<file path="config.mk">
export PLATFORM = sky130hd
export DESIGN_NAME = dpsem_host
export DESIGN_NICKNAME = d
export VERILOG_FILES = /design/src/dpsem_pkg.sv /design/src/dpsem_host.sv
export SDC_FILE = /design/constraint.sdc
export NUM_CORES = 1
export LEC_CHECK = 0
export ABC_AREA = 0
export BUFFER_PORTS_ARGS = -buffer_cell sky130_fd_sc_hd__buf_4
export CORE_ASPECT_RATIO = 1.75
export CORE_MARGIN = 5
export CORE_UTILIZATION = 45
export CTS_CLUSTER_DIAMETER = 40
export CTS_CLUSTER_SIZE = 12
export DETAILED_ROUTE_END_ITERATION = 8
export GPL_ROUTABILITY_DRIVEN = 0
export PLACE_DENSITY = 0.71
export SYNTH_ARGS = -nofsm -noshare
export SYNTH_HDL_FRONTEND = slang
export SYNTH_SLANG_ARGS = --single-unit
</file>
<file path="constraint.sdc">
create_clock -name mclk_i -period 3.25 [get_ports mclk_i]
set_clock_uncertainty 0.05 [all_clocks]
set_input_delay 0.65 -clock mclk_i [delete_from_list [all_inputs] [get_ports mclk_i]]
set_output_delay 0.65 -clock mclk_i [all_outputs]
set_load 0.01 [all_outputs]
</file>
<file path="src/dpsem_pkg.sv">
package dpsem_pkg;
  localparam int CLK_PERIOD_NS = 4;
  localparam int ADDR_W = 14;
  localparam int DATA_W = 16;
  localparam int SEM_ADDR_W = 3;
  // Times in ns, worst speed grade
  localparam int T_ACCESS_NS = 20;
  localparam int T_BUSY_SETTLE_NS = 20;
  localparam int T_WRITE_HOLD_NS = 15;
  localparam int T_PULSE_NS = 15;
  localparam int T_FLAG_UPDATE_NS = 10;
  localparam int T_FLAG_READ_NS = 5;
  localparam int T_RECOVER_NS = 20;
  // Least times round up to whole cycles; access time gets one cycle more
  localparam logic [3:0] ACCESS_CYC = 4'((T_ACCESS_NS + CLK_PERIOD_NS - 1) / CLK_PERIOD_NS + 1);
  localparam logic [3:0] SETTLE_CYC = 4'((T_BUSY_SETTLE_NS + CLK_PERIOD_NS - 1) / CLK_PERIOD_NS);
  localparam logic [3:0] WHOLD_CYC = 4'((T_WRITE_HOLD_NS + CLK_PERIOD_NS - 1) / CLK_PERIOD_NS);
  localparam logic [3:0] PULSE_CYC = 4'((T_PULSE_NS + CLK_PERIOD_NS - 1) / CLK_PERIOD_NS);
  localparam logic [3:0] UPDATE_CYC = 4'((T_FLAG_UPDATE_NS + T_FLAG_READ_NS + CLK_PERIOD_NS - 1) / CLK_PERIOD_NS);
  localparam logic [3:0] RECOVER_CYC = 4'((T_RECOVER_NS + CLK_PERIOD_NS - 1) / CLK_PERIOD_NS);
  localparam logic [ADDR_W-1:0] MBOX_RIGHT_ADDR = 14'h3fff;
  localparam logic [ADDR_W-1:0] MBOX_LEFT_ADDR = 14'h3ffe;
  localparam int FLAG_BIT = 0;
  typedef enum logic [2:0] {
    ST_IDLE = 3'b000,
    ST_SETUP = 3'b001,
    ST_SETTLE = 3'b010,
    ST_STROBE = 3'b011,
    ST_WAIT_BUSY = 3'b100,
    ST_FINISH = 3'b101,
    ST_RECOVER = 3'b110
  } dpsem_state_t;
endpackage

</file>
<file path="src/dpsem_host.sv">
// Operation
// - Hold write strobe low after busy high
// - Deselect 10 ns before semaphore read-back
// - Keep chip select high during retention
// - Strobe stays high for every read
// - Memory access: select low, flag select high
// - Strobe high whenever address changes
// - Long write pulse when output enable low
// - Never drive data while device drives
// - Address valid before chip select falls
// - Chip select high through semaphore cycles
`timescale 1ns/1ns
module dpsem_host
  import dpsem_pkg::*;
(
  input wire logic mclk_i,                        // 250 MHz clock
  input wire logic rst_i,                         // Async reset, active high
  input wire logic req_i,                         // Start a transfer, level, taken in idle
  input wire logic req_write_i,                   // 1 write, 0 read
  input wire logic req_flag_i,                    // 1 semaphore access, 0 memory
  input wire logic [ADDR_W-1:0] req_addr_i,       // Word or semaphore address
  input wire logic [DATA_W-1:0] req_wdata_i,      // Write data
  input wire logic [1:0] req_lanes_i,             // Bit1 upper lane, bit0 lower lane
  input wire logic retain_i,                      // Hold the part in retention
  output logic ack_o,                             // One-cycle pulse, transfer done
  output logic [DATA_W-1:0] rdata_o,              // Read data, valid with ack_o
  output logic idle_o,                            // Ready for a request
  output logic [ADDR_W-1:0] addr_o,               // Address pins
  output logic chip_sel_n_o,                      // Memory chip select
  output logic flag_latch_select_n_o,             // Semaphore select
  output logic rw_o,                              // Read high, write low
  output logic oe_n_o,                            // Output enable
  output logic upper_lane_select_n_o,             // Upper byte lane
  output logic lower_lane_select_n_o,             // Lower byte lane
  output logic [DATA_W-1:0] data_o,               // Data pins out
  output logic data_oe_o,                         // High while host drives data
  input wire logic [DATA_W-1:0] data_i,           // Data pins in
  input wire logic busy_n_i                       // Busy pin from device
);
  dpsem_state_t state_ff, nxt_state;
  logic [3:0] cnt_ff, nxt_cnt;
  logic wr_ff, nxt_wr, flag_ff, nxt_flag;
  logic ack_ff, nxt_ack, idle_ff, nxt_idle;
  logic [DATA_W-1:0] rdata_ff, nxt_rdata, wdata_ff, nxt_wdata;
  logic [ADDR_W-1:0] addr_ff, nxt_addr;
  logic cs_n_ff, nxt_cs_n, sem_n_ff, nxt_sem_n, rw_ff, nxt_rw, oe_n_ff, nxt_oe_n;
  logic ub_n_ff, nxt_ub_n, lb_n_ff, nxt_lb_n, doe_ff, nxt_doe;
  logic [2:0] busy_sync_ff, retain_sync_ff;
  logic busy_n_s, retain_s, busy_n_q, retain_q;

  // Three-stage pin synchronisers; a change counts once stages two and three agree
  always_ff @(posedge mclk_i or posedge rst_i) begin
    if (rst_i) begin
      busy_sync_ff <= 3'h7;
      retain_sync_ff <= 3'h0;
      busy_n_q <= 1'b1;
      retain_q <= 1'b0;
    end else begin
      busy_sync_ff <= {busy_sync_ff[1:0], busy_n_i};
      retain_sync_ff <= {retain_sync_ff[1:0], retain_i};
      busy_n_q <= busy_n_s;
      retain_q <= retain_s;
    end
  end
  assign busy_n_s = (busy_sync_ff[1] == busy_sync_ff[2]) ? busy_sync_ff[2] : busy_n_q;
  assign retain_s = (retain_sync_ff[1] == retain_sync_ff[2]) ? retain_sync_ff[2] : retain_q;

  always_comb begin
    nxt_state = state_ff;
    nxt_cnt = cnt_ff;
    nxt_wr = wr_ff;
    nxt_flag = flag_ff;
    nxt_ack = 1'b0;
    nxt_idle = idle_ff;
    nxt_rdata = rdata_ff;
    nxt_wdata = wdata_ff;
    nxt_addr = addr_ff;
    nxt_cs_n = cs_n_ff;
    nxt_sem_n = sem_n_ff;
    nxt_rw = rw_ff;
    nxt_oe_n = oe_n_ff;
    nxt_ub_n = ub_n_ff;
    nxt_lb_n = lb_n_ff;
    nxt_doe = doe_ff;
    unique case (state_ff)
      ST_IDLE: begin
        // Address moves only with strobe high and both selects high
        nxt_rw = 1'b1;
        nxt_cs_n = 1'b1;
        nxt_sem_n = 1'b1;
        nxt_idle = !retain_s;
        if (req_i && !retain_s) begin
          nxt_wr = req_write_i;
          nxt_flag = req_flag_i;
          nxt_addr = req_flag_i ? {{(ADDR_W-SEM_ADDR_W){1'b0}}, req_addr_i[SEM_ADDR_W-1:0]} : req_addr_i;
          nxt_wdata = req_flag_i ? {{(DATA_W-1){1'b0}}, req_wdata_i[FLAG_BIT]} : req_wdata_i;
          nxt_ub_n = !req_lanes_i[1];
          nxt_lb_n = !req_lanes_i[0];
          nxt_oe_n = 1'b1;
          nxt_idle = 1'b0;
          nxt_state = ST_SETUP;
        end
      end
      ST_SETUP: begin
        // Address already stable when select falls
        nxt_cs_n = flag_ff;
        nxt_sem_n = !flag_ff;
        nxt_oe_n = wr_ff;
        nxt_cnt = SETTLE_CYC;
        nxt_state = wr_ff ? ST_SETTLE : ST_STROBE;
      end
      ST_SETTLE: begin
        // Let slave busy settle before the strobe falls
        if (cnt_ff != 4'h0) begin
          nxt_cnt = cnt_ff - 4'h1;
        end else begin
          nxt_rw = 1'b0;
          nxt_doe = 1'b1;
          nxt_cnt = PULSE_CYC;
          nxt_state = ST_STROBE;
        end
      end
      ST_STROBE: begin
        if (!wr_ff && cnt_ff == 4'h0) begin
          nxt_cnt = ACCESS_CYC;
        end
        if (cnt_ff != 4'h0) begin
          nxt_cnt = cnt_ff - 4'h1;
        end else if (!busy_n_s && !flag_ff) begin
          nxt_state = ST_WAIT_BUSY;
        end else begin
          nxt_state = ST_FINISH;
          nxt_cnt = wr_ff ? 4'h0 : ACCESS_CYC;
        end
      end
      ST_WAIT_BUSY: begin
        // Lost arbitration: hold strobe and selects as they are (strobe low on writes) until busy clears
        if (busy_n_s) begin
          nxt_cnt = wr_ff ? WHOLD_CYC : ACCESS_CYC;
          nxt_state = ST_FINISH;
        end
      end
      ST_FINISH: begin
        if (cnt_ff != 4'h0) begin
          nxt_cnt = cnt_ff - 4'h1;
        end else begin
          if (!wr_ff) begin
            nxt_rdata = flag_ff ? {{(DATA_W-1){1'b0}}, data_i[FLAG_BIT]} : data_i;
          end
          nxt_rw = 1'b1;
          nxt_cs_n = 1'b1;
          nxt_sem_n = 1'b1;
          nxt_oe_n = 1'b1;
          nxt_cnt = flag_ff ? UPDATE_CYC : RECOVER_CYC;
          nxt_ack = 1'b1;
          nxt_state = ST_RECOVER;
        end
      end
      ST_RECOVER: begin
        nxt_doe = 1'b0;
        if (cnt_ff != 4'h0) begin
          nxt_cnt = cnt_ff - 4'h1;
        end else begin
          nxt_state = ST_IDLE;
        end
      end
      default: begin
        nxt_state = ST_IDLE;
      end
    endcase
  end

  always_ff @(posedge mclk_i or posedge rst_i) begin
    if (rst_i) begin
      state_ff <= ST_IDLE;
      cnt_ff <= 4'h0;
      wr_ff <= 1'b0;
      flag_ff <= 1'b0;
      ack_ff <= 1'b0;
      idle_ff <= 1'b0;
      rdata_ff <= 16'h0000;
      wdata_ff <= 16'h0000;
      addr_ff <= 14'h0000;
      cs_n_ff <= 1'b1;
      sem_n_ff <= 1'b1;
      rw_ff <= 1'b1;
      oe_n_ff <= 1'b1;
      ub_n_ff <= 1'b1;
      lb_n_ff <= 1'b1;
      doe_ff <= 1'b0;
    end else begin
      state_ff <= nxt_state;
      cnt_ff <= nxt_cnt;
      wr_ff <= nxt_wr;
      flag_ff <= nxt_flag;
      ack_ff <= nxt_ack;
      idle_ff <= nxt_idle;
      rdata_ff <= nxt_rdata;
      wdata_ff <= nxt_wdata;
      addr_ff <= nxt_addr;
      cs_n_ff <= nxt_cs_n;
      sem_n_ff <= nxt_sem_n;
      rw_ff <= nxt_rw;
      oe_n_ff <= nxt_oe_n;
      ub_n_ff <= nxt_ub_n;
      lb_n_ff <= nxt_lb_n;
      doe_ff <= nxt_doe;
    end
  end

  assign ack_o = ack_ff;
  assign rdata_o = rdata_ff;
  assign idle_o = idle_ff;
  assign addr_o = addr_ff;
  assign chip_sel_n_o = cs_n_ff;
  assign flag_latch_select_n_o = sem_n_ff;
  assign rw_o = rw_ff;
  assign oe_n_o = oe_n_ff;
  assign upper_lane_select_n_o = ub_n_ff;
  assign lower_lane_select_n_o = lb_n_ff;
  assign data_o = wdata_ff;
  assign data_oe_o = doe_ff;
endmodule

</file>
==> results of run 1 <==
## stage by stage
step | cells | hold slack (ps) | util
final | 507 | 259 | 0.621
after global routing | 507 | 291 | 0.621
after CTS | 507 | 267 | 0.621
after detailed placement | 491 | 300 | 0.577
after global placement | 491 | 296 | 0.577
after floorplan | 315 | 281 | -
## power by group through the flow
stage / registers, W / logic, W / clock network, W
global placement: 0.00153 / 0.00138 / 0
global route: 0.00159 / 0.00154 / 0.00107
detailed placement: 0.00154 / 0.00142 / 0
CTS: 0.00154 / 0.00142 / 0.00102
finish: 0.00154 / 0.00140 / 0.00101
floorplan: 0.00154 / 0.000736 / 0
## cell type report
| type | count | area [um2] |
|---|---|---|
| Sequential cell | 72 | 1810 |
| Fill cell | 628 | 2700 |
| Tap cell | 86 | 108 |
| Multi-Input combinational cell | 190 | 1210 |
| Inverter | 30 | 113 |
| Clock inverter | 2 | 37.5 |
| Timing Repair Buffer | 113 | 873 |
| Clock buffer | 14 | 274 |
## cell families after synthesis
family	after synthesis	synth area share
flip-flops	72	0.560
buffers and inverters	53	0.0661
adder cells (fa/ha/maj)	3	0.0100
multiplexers	10	0.0336
AO/OA/AOI/OAI	80	0.145
AND/OR/NAND/NOR	97	0.184
## synthesized netlist by cell type (2+ instances only)
library cell	number	area, um2
dfrtp_1	62	1550
or3_1	2	12.5
nand3_1	2	10.0
nand2b_1	18	113
nor4_1	2	12.5
a32o_1	3	30.0
nor3b_1	2	15.0
a211oi_1	2	15.0
buf_2	6	30.0
mux2_1	4	45.0
a21oi_1	8	40.0
mux2i_1	3	30.0
maj3_1	2	20.0
mux2_2	3	33.8
o2bb2ai_1	2	17.5
nand2_1	19	71.3
nor2_1	10	37.5
o21bai_1	2	15.0
dfstp_2	10	263
clkbuf_1	15	56.3
nand3b_1	27	203
nor2b_1	6	37.5
inv_1	30	113
o31a_1	2	17.5
o21ai_0	49	245
## worst paths after layout
check | startpoint | endpoint | slack (ps) | depth (start not counted)
hold / removal | rst_i | data_o[4] | 260 | 2
setup reg to reg | state_ff[0] | rdata_o[0] | 870 | 3
hold reg to reg | busy_sync_ff[0] | busy_sync_ff[1] | 310 | 0
setup / recovery | state_ff[0] | rdata_o[0] | 870 | 3
max in group asynchronous | rst_i | busy_sync_ff[2] | 2230 | 3
min in group mclk_i | busy_sync_ff[0] | busy_sync_ff[1] | 310 | 0
## metal layers
metal  GRT usage  share of wire
met4      0.0873          0.025
met1       0.208           0.37
met3      0.0562          0.084
met5           0              0
met2       0.308           0.52
## state kept, by name (all words and copies together) (netlist names), 3 cells and up
register	flops
state_ff	3
rdata_o	16
busy_sync_ff	3
data_o	16
cnt_ff	4
retain_sync_ff	3
addr_o	14
## worst max-delay path: stages (launching register included)
cell       delay [ps]
dfrtp_1           710
nand4bb_1         330
or3_1             750
mux2_2            410
==> metrics.csv, run 1 <==
stage,metric,value,unit
yosys,synth_enable_flop_cells,0,
floorplan,die_height,122,um
yosys,ys.warnings.count,0,
routing,number_of_optimization_iterations_in_the_first_detailed_route_pass,4,
sta,worst_margin_pin_slew,829,ps
cts,clock_tree.buffer_depth,2,
power_and_ir_drop,post_layout_total_power,0.00394,W
global_routing,grt_usage,0.184,
cts,cts_setup_buffers,0,
finish,ratio_of_cells_with_drive_above_1_in_the_final_layout,0.337,
power_and_ir_drop,p_seq_frac,0.390,
cts,cts-hold-fix-buffers,0,
floorplan,rows,41,
routing,route.detailed.wl_per_inst,15.7,um
routing,residual_antenna_violating_net_count_after_detailed_routing,0,
sta,setup_total_negative_slack,0,ps
cts,clock_sink_count,72,
global_routing,grt_overflow,0,
routing,dr_total_vias,2655,
cts,cts.reportedPaths.clkPinSlew,50,ps
sta,setup_violation_total_in_the_final_timing_report,0,
routing,drt-total-wl,7.97,mm
global_routing,grt_antenna_before_repair,0,
yosys,post_synth_instance_area,3240,um2
power_and_ir_drop,combinational_share_of_power,0.355,
yosys,synth.net_count,371,
floorplan,fp.dieW,74.1,um
finish,layout.cells.most_common,buf_4,
sta,period_needed,2380,ps
finish,insertedDiodeCount,0,
cts,clock_tree.htree_level_count,3,
cts,tritoncts.num_buffers,9,
finish,syn_to_final_growth,36.8,%
power_and_ir_drop,netSwitchingFraction,0.332,
setup_path,worstPathRequired,3410,ps
sta,setup_ws,870,ps
sta,slew_viol_final,0,
global_routing,via_count_of_the_first_global_routing_pass,2694,
place,port_buffers,109,
flow_run,max_cap_violations,0,
setup_path,timing.critical_path.to_type,register,
power_and_ir_drop,power_density,890,nW/um2
yosys,sequential_share_of_the_synthesized_area,0.560,
place,placement.setup.worst_slack,925,ps
sta,grt_setup_unrepaired,false,
sta,slew_headroom,0.447,
place,place_area,4120,um2
yosys,synth_async_sr_flop_share,1.00,
cts,post_cts_resize_count,0,
finish,final_design_area_no_fill,4430,um2
global_routing,global_route_wire_length_before_repair,12.7,mm
cts,clk_latency,330,ps
power_and_ir_drop,total_switching_power,0.00131,W
cts,cts.root.buffer_cell,clkbuf_16,
yosys,post_synth.cell_area_avg,10.3,um2
floorplan,core,7130,um2
sta,min_period_over_period,0.732,
power_and_ir_drop,power.static_leakage,2.08,nW
yosys,yosys_register_bits,72,
floorplan,floorplan.io_pins,110,
global_routing,maximum_number_of_pins_on_one_net_before_global_route_repair,56,
power_and_ir_drop,vdd.ir_drop.worst,509,uV
yosys,netlist_instances,315,
routing,drc,0,
power_and_ir_drop,power.internal,0.00263,W
yosys,yosys.cell_types.count,49,
finish,most-common-layout-cells,"buf_4 (111), dfrtp_1 (62), o21ai_0 (49), inv_1 (29), nand3b_1 (27)",
setup_path,start_kind,register,
floorplan,initial_core_util,0.454,
setup_path,criticalPathCategory,register to register,
finish,fin_nets,472,
routing,avgViaCountPerCell,5.24,
yosys,ys_dominant_reg_cell,dfrtp_1,
place,dp.final_hpwl,5.79,mm
cts,tritoncts_clock_tree,built,
setup_path,timing.critical_path.fanout_max,31,
min_path,worst_hold_path_type,input pin to asynchronous set/reset pin,
sta,timing_hold_violations_final,0,
floorplan,fp.dieArea,9060,um2
run_status,run_status,"finished, final reports clean",
sta,fmax,0.420,GHz
power_and_ir_drop,p_clk_frac,0.255,
routing,drt_first_iter_violations,218,
setup_path,worstPathArrival,2540,ps
(Power assumes the default switching activity.)
==> run 2: changes to the inputs <==
- ABC_AREA: 0 -> 1
- clock period: 3.25 -> 2.4 ns (I/O delays scaled with it)
==> run 2 against run 1 <==
Hold slack worse by 84 ps. Global-route usage down 0.47 points. Register-to-register slack lost 280 ps. First-iteration DRC count down 28%. Fmax up 31%. Largest power group is now combinational logic. Power grew 32%. Non-clock buffer count unchanged.
==> metrics.csv, run 2 <==
stage,metric,value,unit,change
run_status,run_status,"finished, final reports clean",,unchanged
finish,insertedDiodeCount,0,,unchanged
routing,drt-total-wl,7.25,mm,was 7.97 mm
yosys,synth.most_common_cell,nand2_1,,was dfrtp_1
floorplan,fp.dieW,72.5,um,was 74.1 um
cts,clock_sink_count,72,,unchanged
cts,clock_tree.buffer_depth,2,,unchanged
power_and_ir_drop,power.internal,0.00339,W,was 0.00263 W
yosys,synth_async_sr_flop_share,1.00,,unchanged
yosys,yosys.cell_types.count,34,,was 49
cts,tritoncts_clock_tree,built,,unchanged
sta,period_needed,1810,ps,was 2380 ps
floorplan,die_height,119,um,was 122 um
flow_run,max_cap_violations,0,,unchanged
cts,clock_tree.htree_level_count,3,,unchanged
yosys,biggest_area_contributors_in_the_synthesized_netlist,"dfrtp_1 (50%), nand2_1 (11%), dfstp_2 (8.5%)",,"was dfrtp_1 (48%), dfstp_2 (8.1%), o21ai_0 (7.6%)"
sta,timing_hold_violations_final,0,,unchanged
setup_path,critPathMaxStageDelay,470,ps,was 750 ps
power_and_ir_drop,p_clk_frac,0.232,,was 0.255
place,port_buffers,109,,unchanged
global_routing,maximum_number_of_pins_on_one_net_before_global_route_repair,73,,was 56
sta,setup_violation_total_in_the_final_timing_report,0,,unchanged
sta,slew_viol_final,0,,unchanged
sta,min_period_over_period,0.755,,was 0.732
cts,tritoncts.num_buffers,9,,unchanged
floorplan,floorplan.io_pins,110,,unchanged
finish,final_design_area_no_fill,4230,um2,was 4430 um2
yosys,synth_top_cell_area_share,0.504,,was 0.479
cts,cts_setup_buffers,0,,unchanged
yosys,yosys_register_bits,72,,unchanged
cts,cts.root.buffer_cell,clkbuf_16,,unchanged
routing,number_of_optimization_iterations_in_the_first_detailed_route_pass,4,,unchanged
yosys,sequential_share_of_the_synthesized_area,0.589,,was 0.560
routing,residual_antenna_violating_net_count_after_detailed_routing,0,,unchanged
finish,most-common-layout-cells,"buf_4 (112), nand2_1 (90), dfrtp_1 (62), inv_1 (20)",,"was buf_4 (111), dfrtp_1 (62), o21ai_0 (49), inv_1 (29), nand3b_1 (27)"
setup_path,worstPathCellList,inv_4 > nand2_4 > nor2_4 > nand3_4 > buf_4 > a22o_2,,was nand4bb_1 > or3_1 > mux2_2
power_and_ir_drop,total_switching_power,0.00183,W,was 0.00131 W
power_and_ir_drop,vdd.ir_drop.worst,662,uV,was 509 uV
sta,setup_total_negative_slack,0,ps,unchanged
power_and_ir_drop,power.static_leakage,2.19,nW,was 2.08 nW
yosys,netlist_instances,305,,was 315
power_and_ir_drop,netSwitchingFraction,0.351,,was 0.332
setup_path,worstPathRequired,2560,ps,was 3410 ps
floorplan,rows,40,,was 41
routing,drc,0,,unchanged
setup_path,cp_slowest_cell,dfrtp_1,,was or3_1
finish,final_core_utilization,0.626,,was 0.621
floorplan,initial_core_util,0.456,,was 0.454
place,place_area,3950,um2,was 4120 um2
floorplan,fp.dieArea,8670,um2,was 9060 um2
yosys,post_synth_instance_area,3080,um2,was 3240 um2
global_routing,via_count_of_the_first_global_routing_pass,2583,,was 2694
yosys,synth.net_count,361,,was 371
routing,dr_total_vias,2524,,was 2655
global_routing,grt_overflow,0,,unchanged
routing,avgViaCountPerCell,4.97,,was 5.24
setup_path,criticalPathCategory,register to register,,unchanged
yosys,post_synth.cell_area_avg,10.1,um2,was 10.3 um2
finish,syn_to_final_growth,37.4,%,was 36.8%
routing,route.detailed.wl_per_inst,14.3,um,was 15.7 um
setup_path,worstPathArrival,1980,ps,was 2540 ps
cts,cts.reportedPaths.clkPinSlew,60,ps,was 50 ps
sta,worst_margin_pin_slew,431,ps,was 829 ps
global_routing,global_route_wire_length_before_repair,12.0,mm,was 12.7 mm
sta,slew_headroom,0.710,,was 0.447
finish,ratio_of_cells_with_drive_above_1_in_the_final_layout,0.384,,was 0.337
cts,post_cts_resize_count,0,,unchanged
finish,fillerInstances,589,,was 628
power_and_ir_drop,combinational_share_of_power,0.396,,was 0.355
finish,fin_cells,508,,was 507
yosys,synth_top_area_cell,dfrtp_1,,unchanged
cts,clk_latency,320,ps,was 330 ps
power_and_ir_drop,power_density,1230,nW/um2,was 890 nW/um2
setup_path,timing.critical_path.fanout_max,23,,was 31
yosys,ys_dominant_reg_cell,dfrtp_1,,unchanged
sta,fin_hold_ws,175,ps,was 259 ps
cts,cts-hold-fix-buffers,0,,unchanged
place,dp.final_hpwl,5.38,mm,was 5.79 mm
sta,grt_setup_unrepaired,false,,unchanged
yosys,ys.warnings.count,0,,unchanged
setup_path,start_kind,register,,unchanged
routing,drt_first_iter_violations,156,,was 218
yosys,synth_enable_flop_cells,0,,unchanged
power_and_ir_drop,p_seq_frac,0.372,,was 0.390
finish,fin_nets,475,,was 472
floorplan,core,6760,um2,was 7130 um2
finish,layout.cells.most_common,buf_4,,unchanged
setup_path,timing.critical_path.to_type,register,,unchanged
global_routing,grt_antenna_before_repair,0,,unchanged
global_routing,grt_usage,0.179,,was 0.184
min_path,worst_hold_path_type,input pin to asynchronous set/reset pin,,unchanged
place,placedCellCount,492,,was 491
yosys,ys_top_cells_by_count,"nand2_1 (90), dfrtp_1 (62), inv_1 (21), nor2_1 (16), o21ai_1 (16)",,"was dfrtp_1 (62), o21ai_0 (49), inv_1 (30), nand3b_1 (27), nand2_1 (19)"
sta,fmax,0.552,GHz,was 0.420 GHz
-- run 2: cell types whose count changed after synthesis, sizes merged, moves of 7 or more --
cell    before  now
clkbuf      15    1
nand2       19   91
nand3b      27    1
a22o         1   26
nor2        10   20
nand2b      18    0
o21ai       50   28
inv         30   23
nand3        2   17
mux2         7    0
-- run 2: stage by stage --
stage                     worst slack, ps  power, W
after floorplan                      61.6   0.00318
after global placement                638   0.00399
after detailed placement              579   0.00403
after CTS                             581   0.00528
after global routing                  442   0.00560
final                                 588   0.00522
-- run 2: worst paths after layout --
path	start	to	slack (ps)	depth (start not counted)
setup / recovery	state_ff[2]	data_o[6]	590	6
hold / removal	rst_i	data_o[8]	180	3
setup reg to reg	state_ff[2]	data_o[6]	590	6
hold reg to reg	retain_sync_ff[0]	retain_sync_ff[1]	300	0
max in group asynchronous	rst_i	busy_sync_ff[2]	1770	3
min in group mclk_i	retain_i	retain_sync_ff[0]	210	1
-- run 2: power by group through the flow --
stage                     clock network [W]  logic, W  registers (W)
final                               0.00121   0.00207        0.00194
after global routing                0.00131   0.00229        0.00200
after global placement                    0   0.00204        0.00195
after detailed placement                  0   0.00209        0.00194
after floorplan                           0   0.00113        0.00205
after CTS                           0.00125   0.00209        0.00194
-- run 2: logic make-up (layout without fill, tap and decap cells) --
| group | Yosys count | after routing | share of synthesized area |
|---|---|---|---|
| AND/OR/NAND/NOR | 131 | 131 | 0.190 |
| flip-flops | 72 | 72 | 0.589 |
| AO/OA/AOI/OAI | 65 | 65 | 0.151 |
| buffers and inverters | 34 | 153 | 0.0605 |
| XOR/XNOR | 2 | 2 | 0.00569 |
| adder cells (fa/ha/maj) | 1 | 1 | 0.00406 |
-- run 2: cell type report --
cell class	instances	area [um2]	area share
Tap cell	84	105	0.0248
Multi-Input combinational cell	199	1080	0.255
Inverter	24	92.6	0.0219
Clock inverter	3	18.8	0.00444
Clock buffer	13	260	0.0615
Sequential cell	72	1810	0.429
Timing Repair Buffer	113	861	0.203
-- run 2: worst max-delay path: cells and delay by family (launching register included) --
kind                   cells  cell delay, ps
and+or+nand+nor            3             490
DFF                        1             470
buffers and inverters      2             430
AOI/OAI and AO/OA          1             260
-- run 2: per-layer routing --
layer / track usage / vias up / routed length [um]
met2: 0.282 / 97 / 3670
met4: 0.0901 / 0 / 243
met5: 0 / - / 0
li1: - / 1239 / -
met1: 0.213 / 1168 / 2830
met3: 0.0617 / 20 / 504
==> run 3: changes to the inputs <==
- PLACE_DENSITY: 0.71 -> 0.74
- clock period: 2.4 -> 1.6 ns (I/O delays scaled with it)
==> run 3 against run 2 <==
Cell count up 5.1%. Clock power up 66%. Combinational power up 89%. Die area unchanged. Worst setup slack worse by 570 ps. Largest cell class unchanged. Highest routed layer unchanged.
==> metrics.csv, run 3 (synthesized netlist as in run 2, its figures left out) <==
stage,metric,value,unit,change
routing,route.detailed.wl_per_inst,16.2,um,was 14.3 um
floorplan,floorplan.io_pins,110,,unchanged
setup_path,worstPathArrival,1800,ps,was 1980 ps
min_path,worst_hold_path_type,input pin to asynchronous set/reset pin,,unchanged
floorplan,initial_core_util,0.456,,unchanged
power_and_ir_drop,vdd.ir_drop.worst,1120,uV,was 662 uV
sta,slew_viol_final,0,,unchanged
floorplan,die_height,119,um,unchanged
finish,most-common-layout-cells,"buf_4 (126), nand2_1 (84), dfrtp_1 (60), inv_1 (17), o21ai_1 (17)",,"was buf_4 (112), nand2_1 (90), dfrtp_1 (62), inv_1 (20)"
cts,tritoncts_clock_tree,built,,unchanged
place,port_buffers,109,,unchanged
cts,clk_latency,330,ps,was 320 ps
floorplan,rows,40,,unchanged
floorplan,fp.dieArea,8670,um2,unchanged
routing,drt-total-wl,8.64,mm,was 7.25 mm
routing,dr_total_vias,2762,,was 2524
sta,timing_hold_violations_final,0,,unchanged
sta,fmax,0.632,GHz,was 0.552 GHz
sta,slew_headroom,0.765,,was 0.710
global_routing,maximum_number_of_pins_on_one_net_before_global_route_repair,45,,was 73
global_routing,via_count_of_the_first_global_routing_pass,2714,,was 2583
place,placement.setup.worst_slack,-34.2,ps,was 579 ps
power_and_ir_drop,power_density,1870,nW/um2,was 1230 nW/um2
floorplan,fp.dieW,72.5,um,unchanged
global_routing,grt_overflow,0,,unchanged
cts,cts.reportedPaths.clkPinSlew,60,ps,about the same
finish,syn_to_final_growth,54.8,%,was 37.4%
global_routing,global_route_wire_length_before_repair,12.6,mm,was 12.0 mm
setup_path,critPathMaxStageDelay,440,ps,was 470 ps
setup_path,start_kind,register,,unchanged
cts,tritoncts.num_buffers,9,,unchanged
routing,drt_first_iter_violations,153,,was 156
finish,seqCellArea,1820,um2,was 1810 um2
setup_path,critical_path.top_delay_family,simple AND/OR/NAND/NOR gates,,unchanged
sta,setup_total_negative_slack,0,ps,unchanged
cts,clock_sink_count,72,,unchanged
routing,avgViaCountPerCell,5.17,,was 4.97
place,dp.final_hpwl,5.53,mm,was 5.38 mm
run_status,run_status,"finished, final reports clean",,unchanged
setup_path,criticalPathCategory,register to register,,unchanged
routing,number_of_optimization_iterations_in_the_first_detailed_route_pass,5,,was 4
finish,ratio_of_cells_with_drive_above_1_in_the_final_layout,0.456,,was 0.384
sta,grt_setup_unrepaired,true,,was false
setup_path,worstPathCellList,inv_4 > nand2_4 > nor2_4 > nand3_4 > buf_12 > buf_12 > nor2_8 > a22o_2,,was inv_4 > nand2_4 > nor2_4 > nand3_4 > buf_4 > a22o_2
power_and_ir_drop,power.static_leakage,2.42,nW,was 2.19 nW
sta,setup_violation_total_in_the_final_timing_report,0,,unchanged
cts,clock_tree.buffer_depth,2,,unchanged
setup_path,worstPathRequired,1820,ps,was 2560 ps
setup_path,cp_slowest_cell,dfrtp_2,,was dfrtp_1
finish,multiInputGateArea,1250,um2,was 1080 um2
setup_path,critical_path.n_buffers_inverters,3,,was 2
sta,worst_margin_pin_slew,353,ps,was 431 ps
finish,fillerInstances,498,,was 589
sta,min_period_over_period,0.989,,was 0.755
setup_path,critical_path.most_common_cell,buf_12,,
sta,setup_ws,17.5,ps,was 588 ps
power_and_ir_drop,post_layout_total_power,0.00890,W,was 0.00522 W
finish,insertedDiodeCount,0,,unchanged
sta,period_needed,1580,ps,was 1810 ps
finish,fin_nets,501,,was 475
cts,cts-hold-fix-buffers,0,,unchanged
floorplan,core,6760,um2,unchanged
flow_run,max_cap_violations,0,,unchanged
finish,layout.cells.most_common,buf_4,,unchanged
setup_path,timing.critical_path.fanout_max,7,,was 23
global_routing,grt_antenna_before_repair,0,,unchanged
cts,clock_tree.htree_level_count,3,,unchanged
routing,drc,0,,unchanged
finish,final_core_utilization,0.706,,was 0.626
global_routing,grt_usage,0.187,,was 0.179
setup_path,timing.critical_path.to_type,register,,unchanged
routing,residual_antenna_violating_net_count_after_detailed_routing,0,,unchanged
cts,cts.root.buffer_cell,clkbuf_16,,unchanged
## run 3: changes by cell type in the layout (fill, tap and decap cells not counted), sizes merged
cell / before / now
clkinv: 4 / 1
buf: 113 / 134
inv: 23 / 21
clkinvlp: 0 / 3
bufbuf: 0 / 1
clkbuf: 13 / 16
nor2: 20 / 22
bufinv: 0 / 1
## run 3: what timing repair did
item,4_1_cts,5_1_grt
resized for setup,6,30
hold endpoints to repair,0,0
buffers inserted,2,10
cloned,2,3
pin swaps,3,26
setup endpoints to repair,42,59
## run 3: path summary, 6_finish.rpt
kind                                   startpoint           endpoint  slack [ps]  cells after the start
worst min-delay path                        rst_i          addr_o[0]           1                      3
worst min register to register  retain_sync_ff[0]  retain_sync_ff[1]         300                      0
max in group asynchronous                   rst_i       chip_sel_n_o        1130                      3
min in group mclk_i                      busy_n_i    busy_sync_ff[0]          40                      1
worst max-delay path                  state_ff[1]          data_o[8]          20                      8
worst max register to register        state_ff[1]          data_o[8]          20                      8
## run 3: metrics by stage
| step | hold slack [ps] | std cells | area [um2] |
|---|---|---|---|
| 3_3_place_gp | 289 | 501 | 4060 |
| 5_1_grt | 29.1 | 534 | 4770 |
| 4_1_cts | 4.06 | 521 | 4470 |
| 6_report | 1.21 | 534 | 4770 |
| 3_5_place_dp | 286 | 501 | 4060 |
| 2_1_floorplan | 274 | 305 | 3080 |
## run 3: power breakdown
part / switching (W) / total, W / leakage (nW) / internal, W
clock network: 0.000714 / 0.00201 / 0.143 / 0.00129
registers: 0.000475 / 0.00298 / 0.842 / 0.00250
logic: 0.00190 / 0.00391 / 1.44 / 0.00202
total: 0.00309 / 0.00890 / 2.42 / 0.00581
## run 3: per-layer routing
metal	global-route usage	part of all wire	vias up	routed length [um]
met5	0	0	-	0
li1	-	-	1293	-
met3	0.0574	0.069	18	597
met2	0.307	0.56	117	4830
met1	0.211	0.35	1334	2990
met4	0.103	0.026	0	223
## run 3: area by class of cell
class / instances / area share
Sequential cell: 72 / 0.381
Multi-Input combinational cell: 201 / 0.263
Timing Repair Buffer: 137 / 0.249
Clock buffer: 14 / 0.0554
Tap cell: 84 / 0.0220
Inverter: 24 / 0.0215
Clock inverter: 2 / 0.00787
## run 3: worst min-delay path, cell delays in order
cell and delay (ps):
buf_4 120, clkinvlp_4 80, buf_12 240
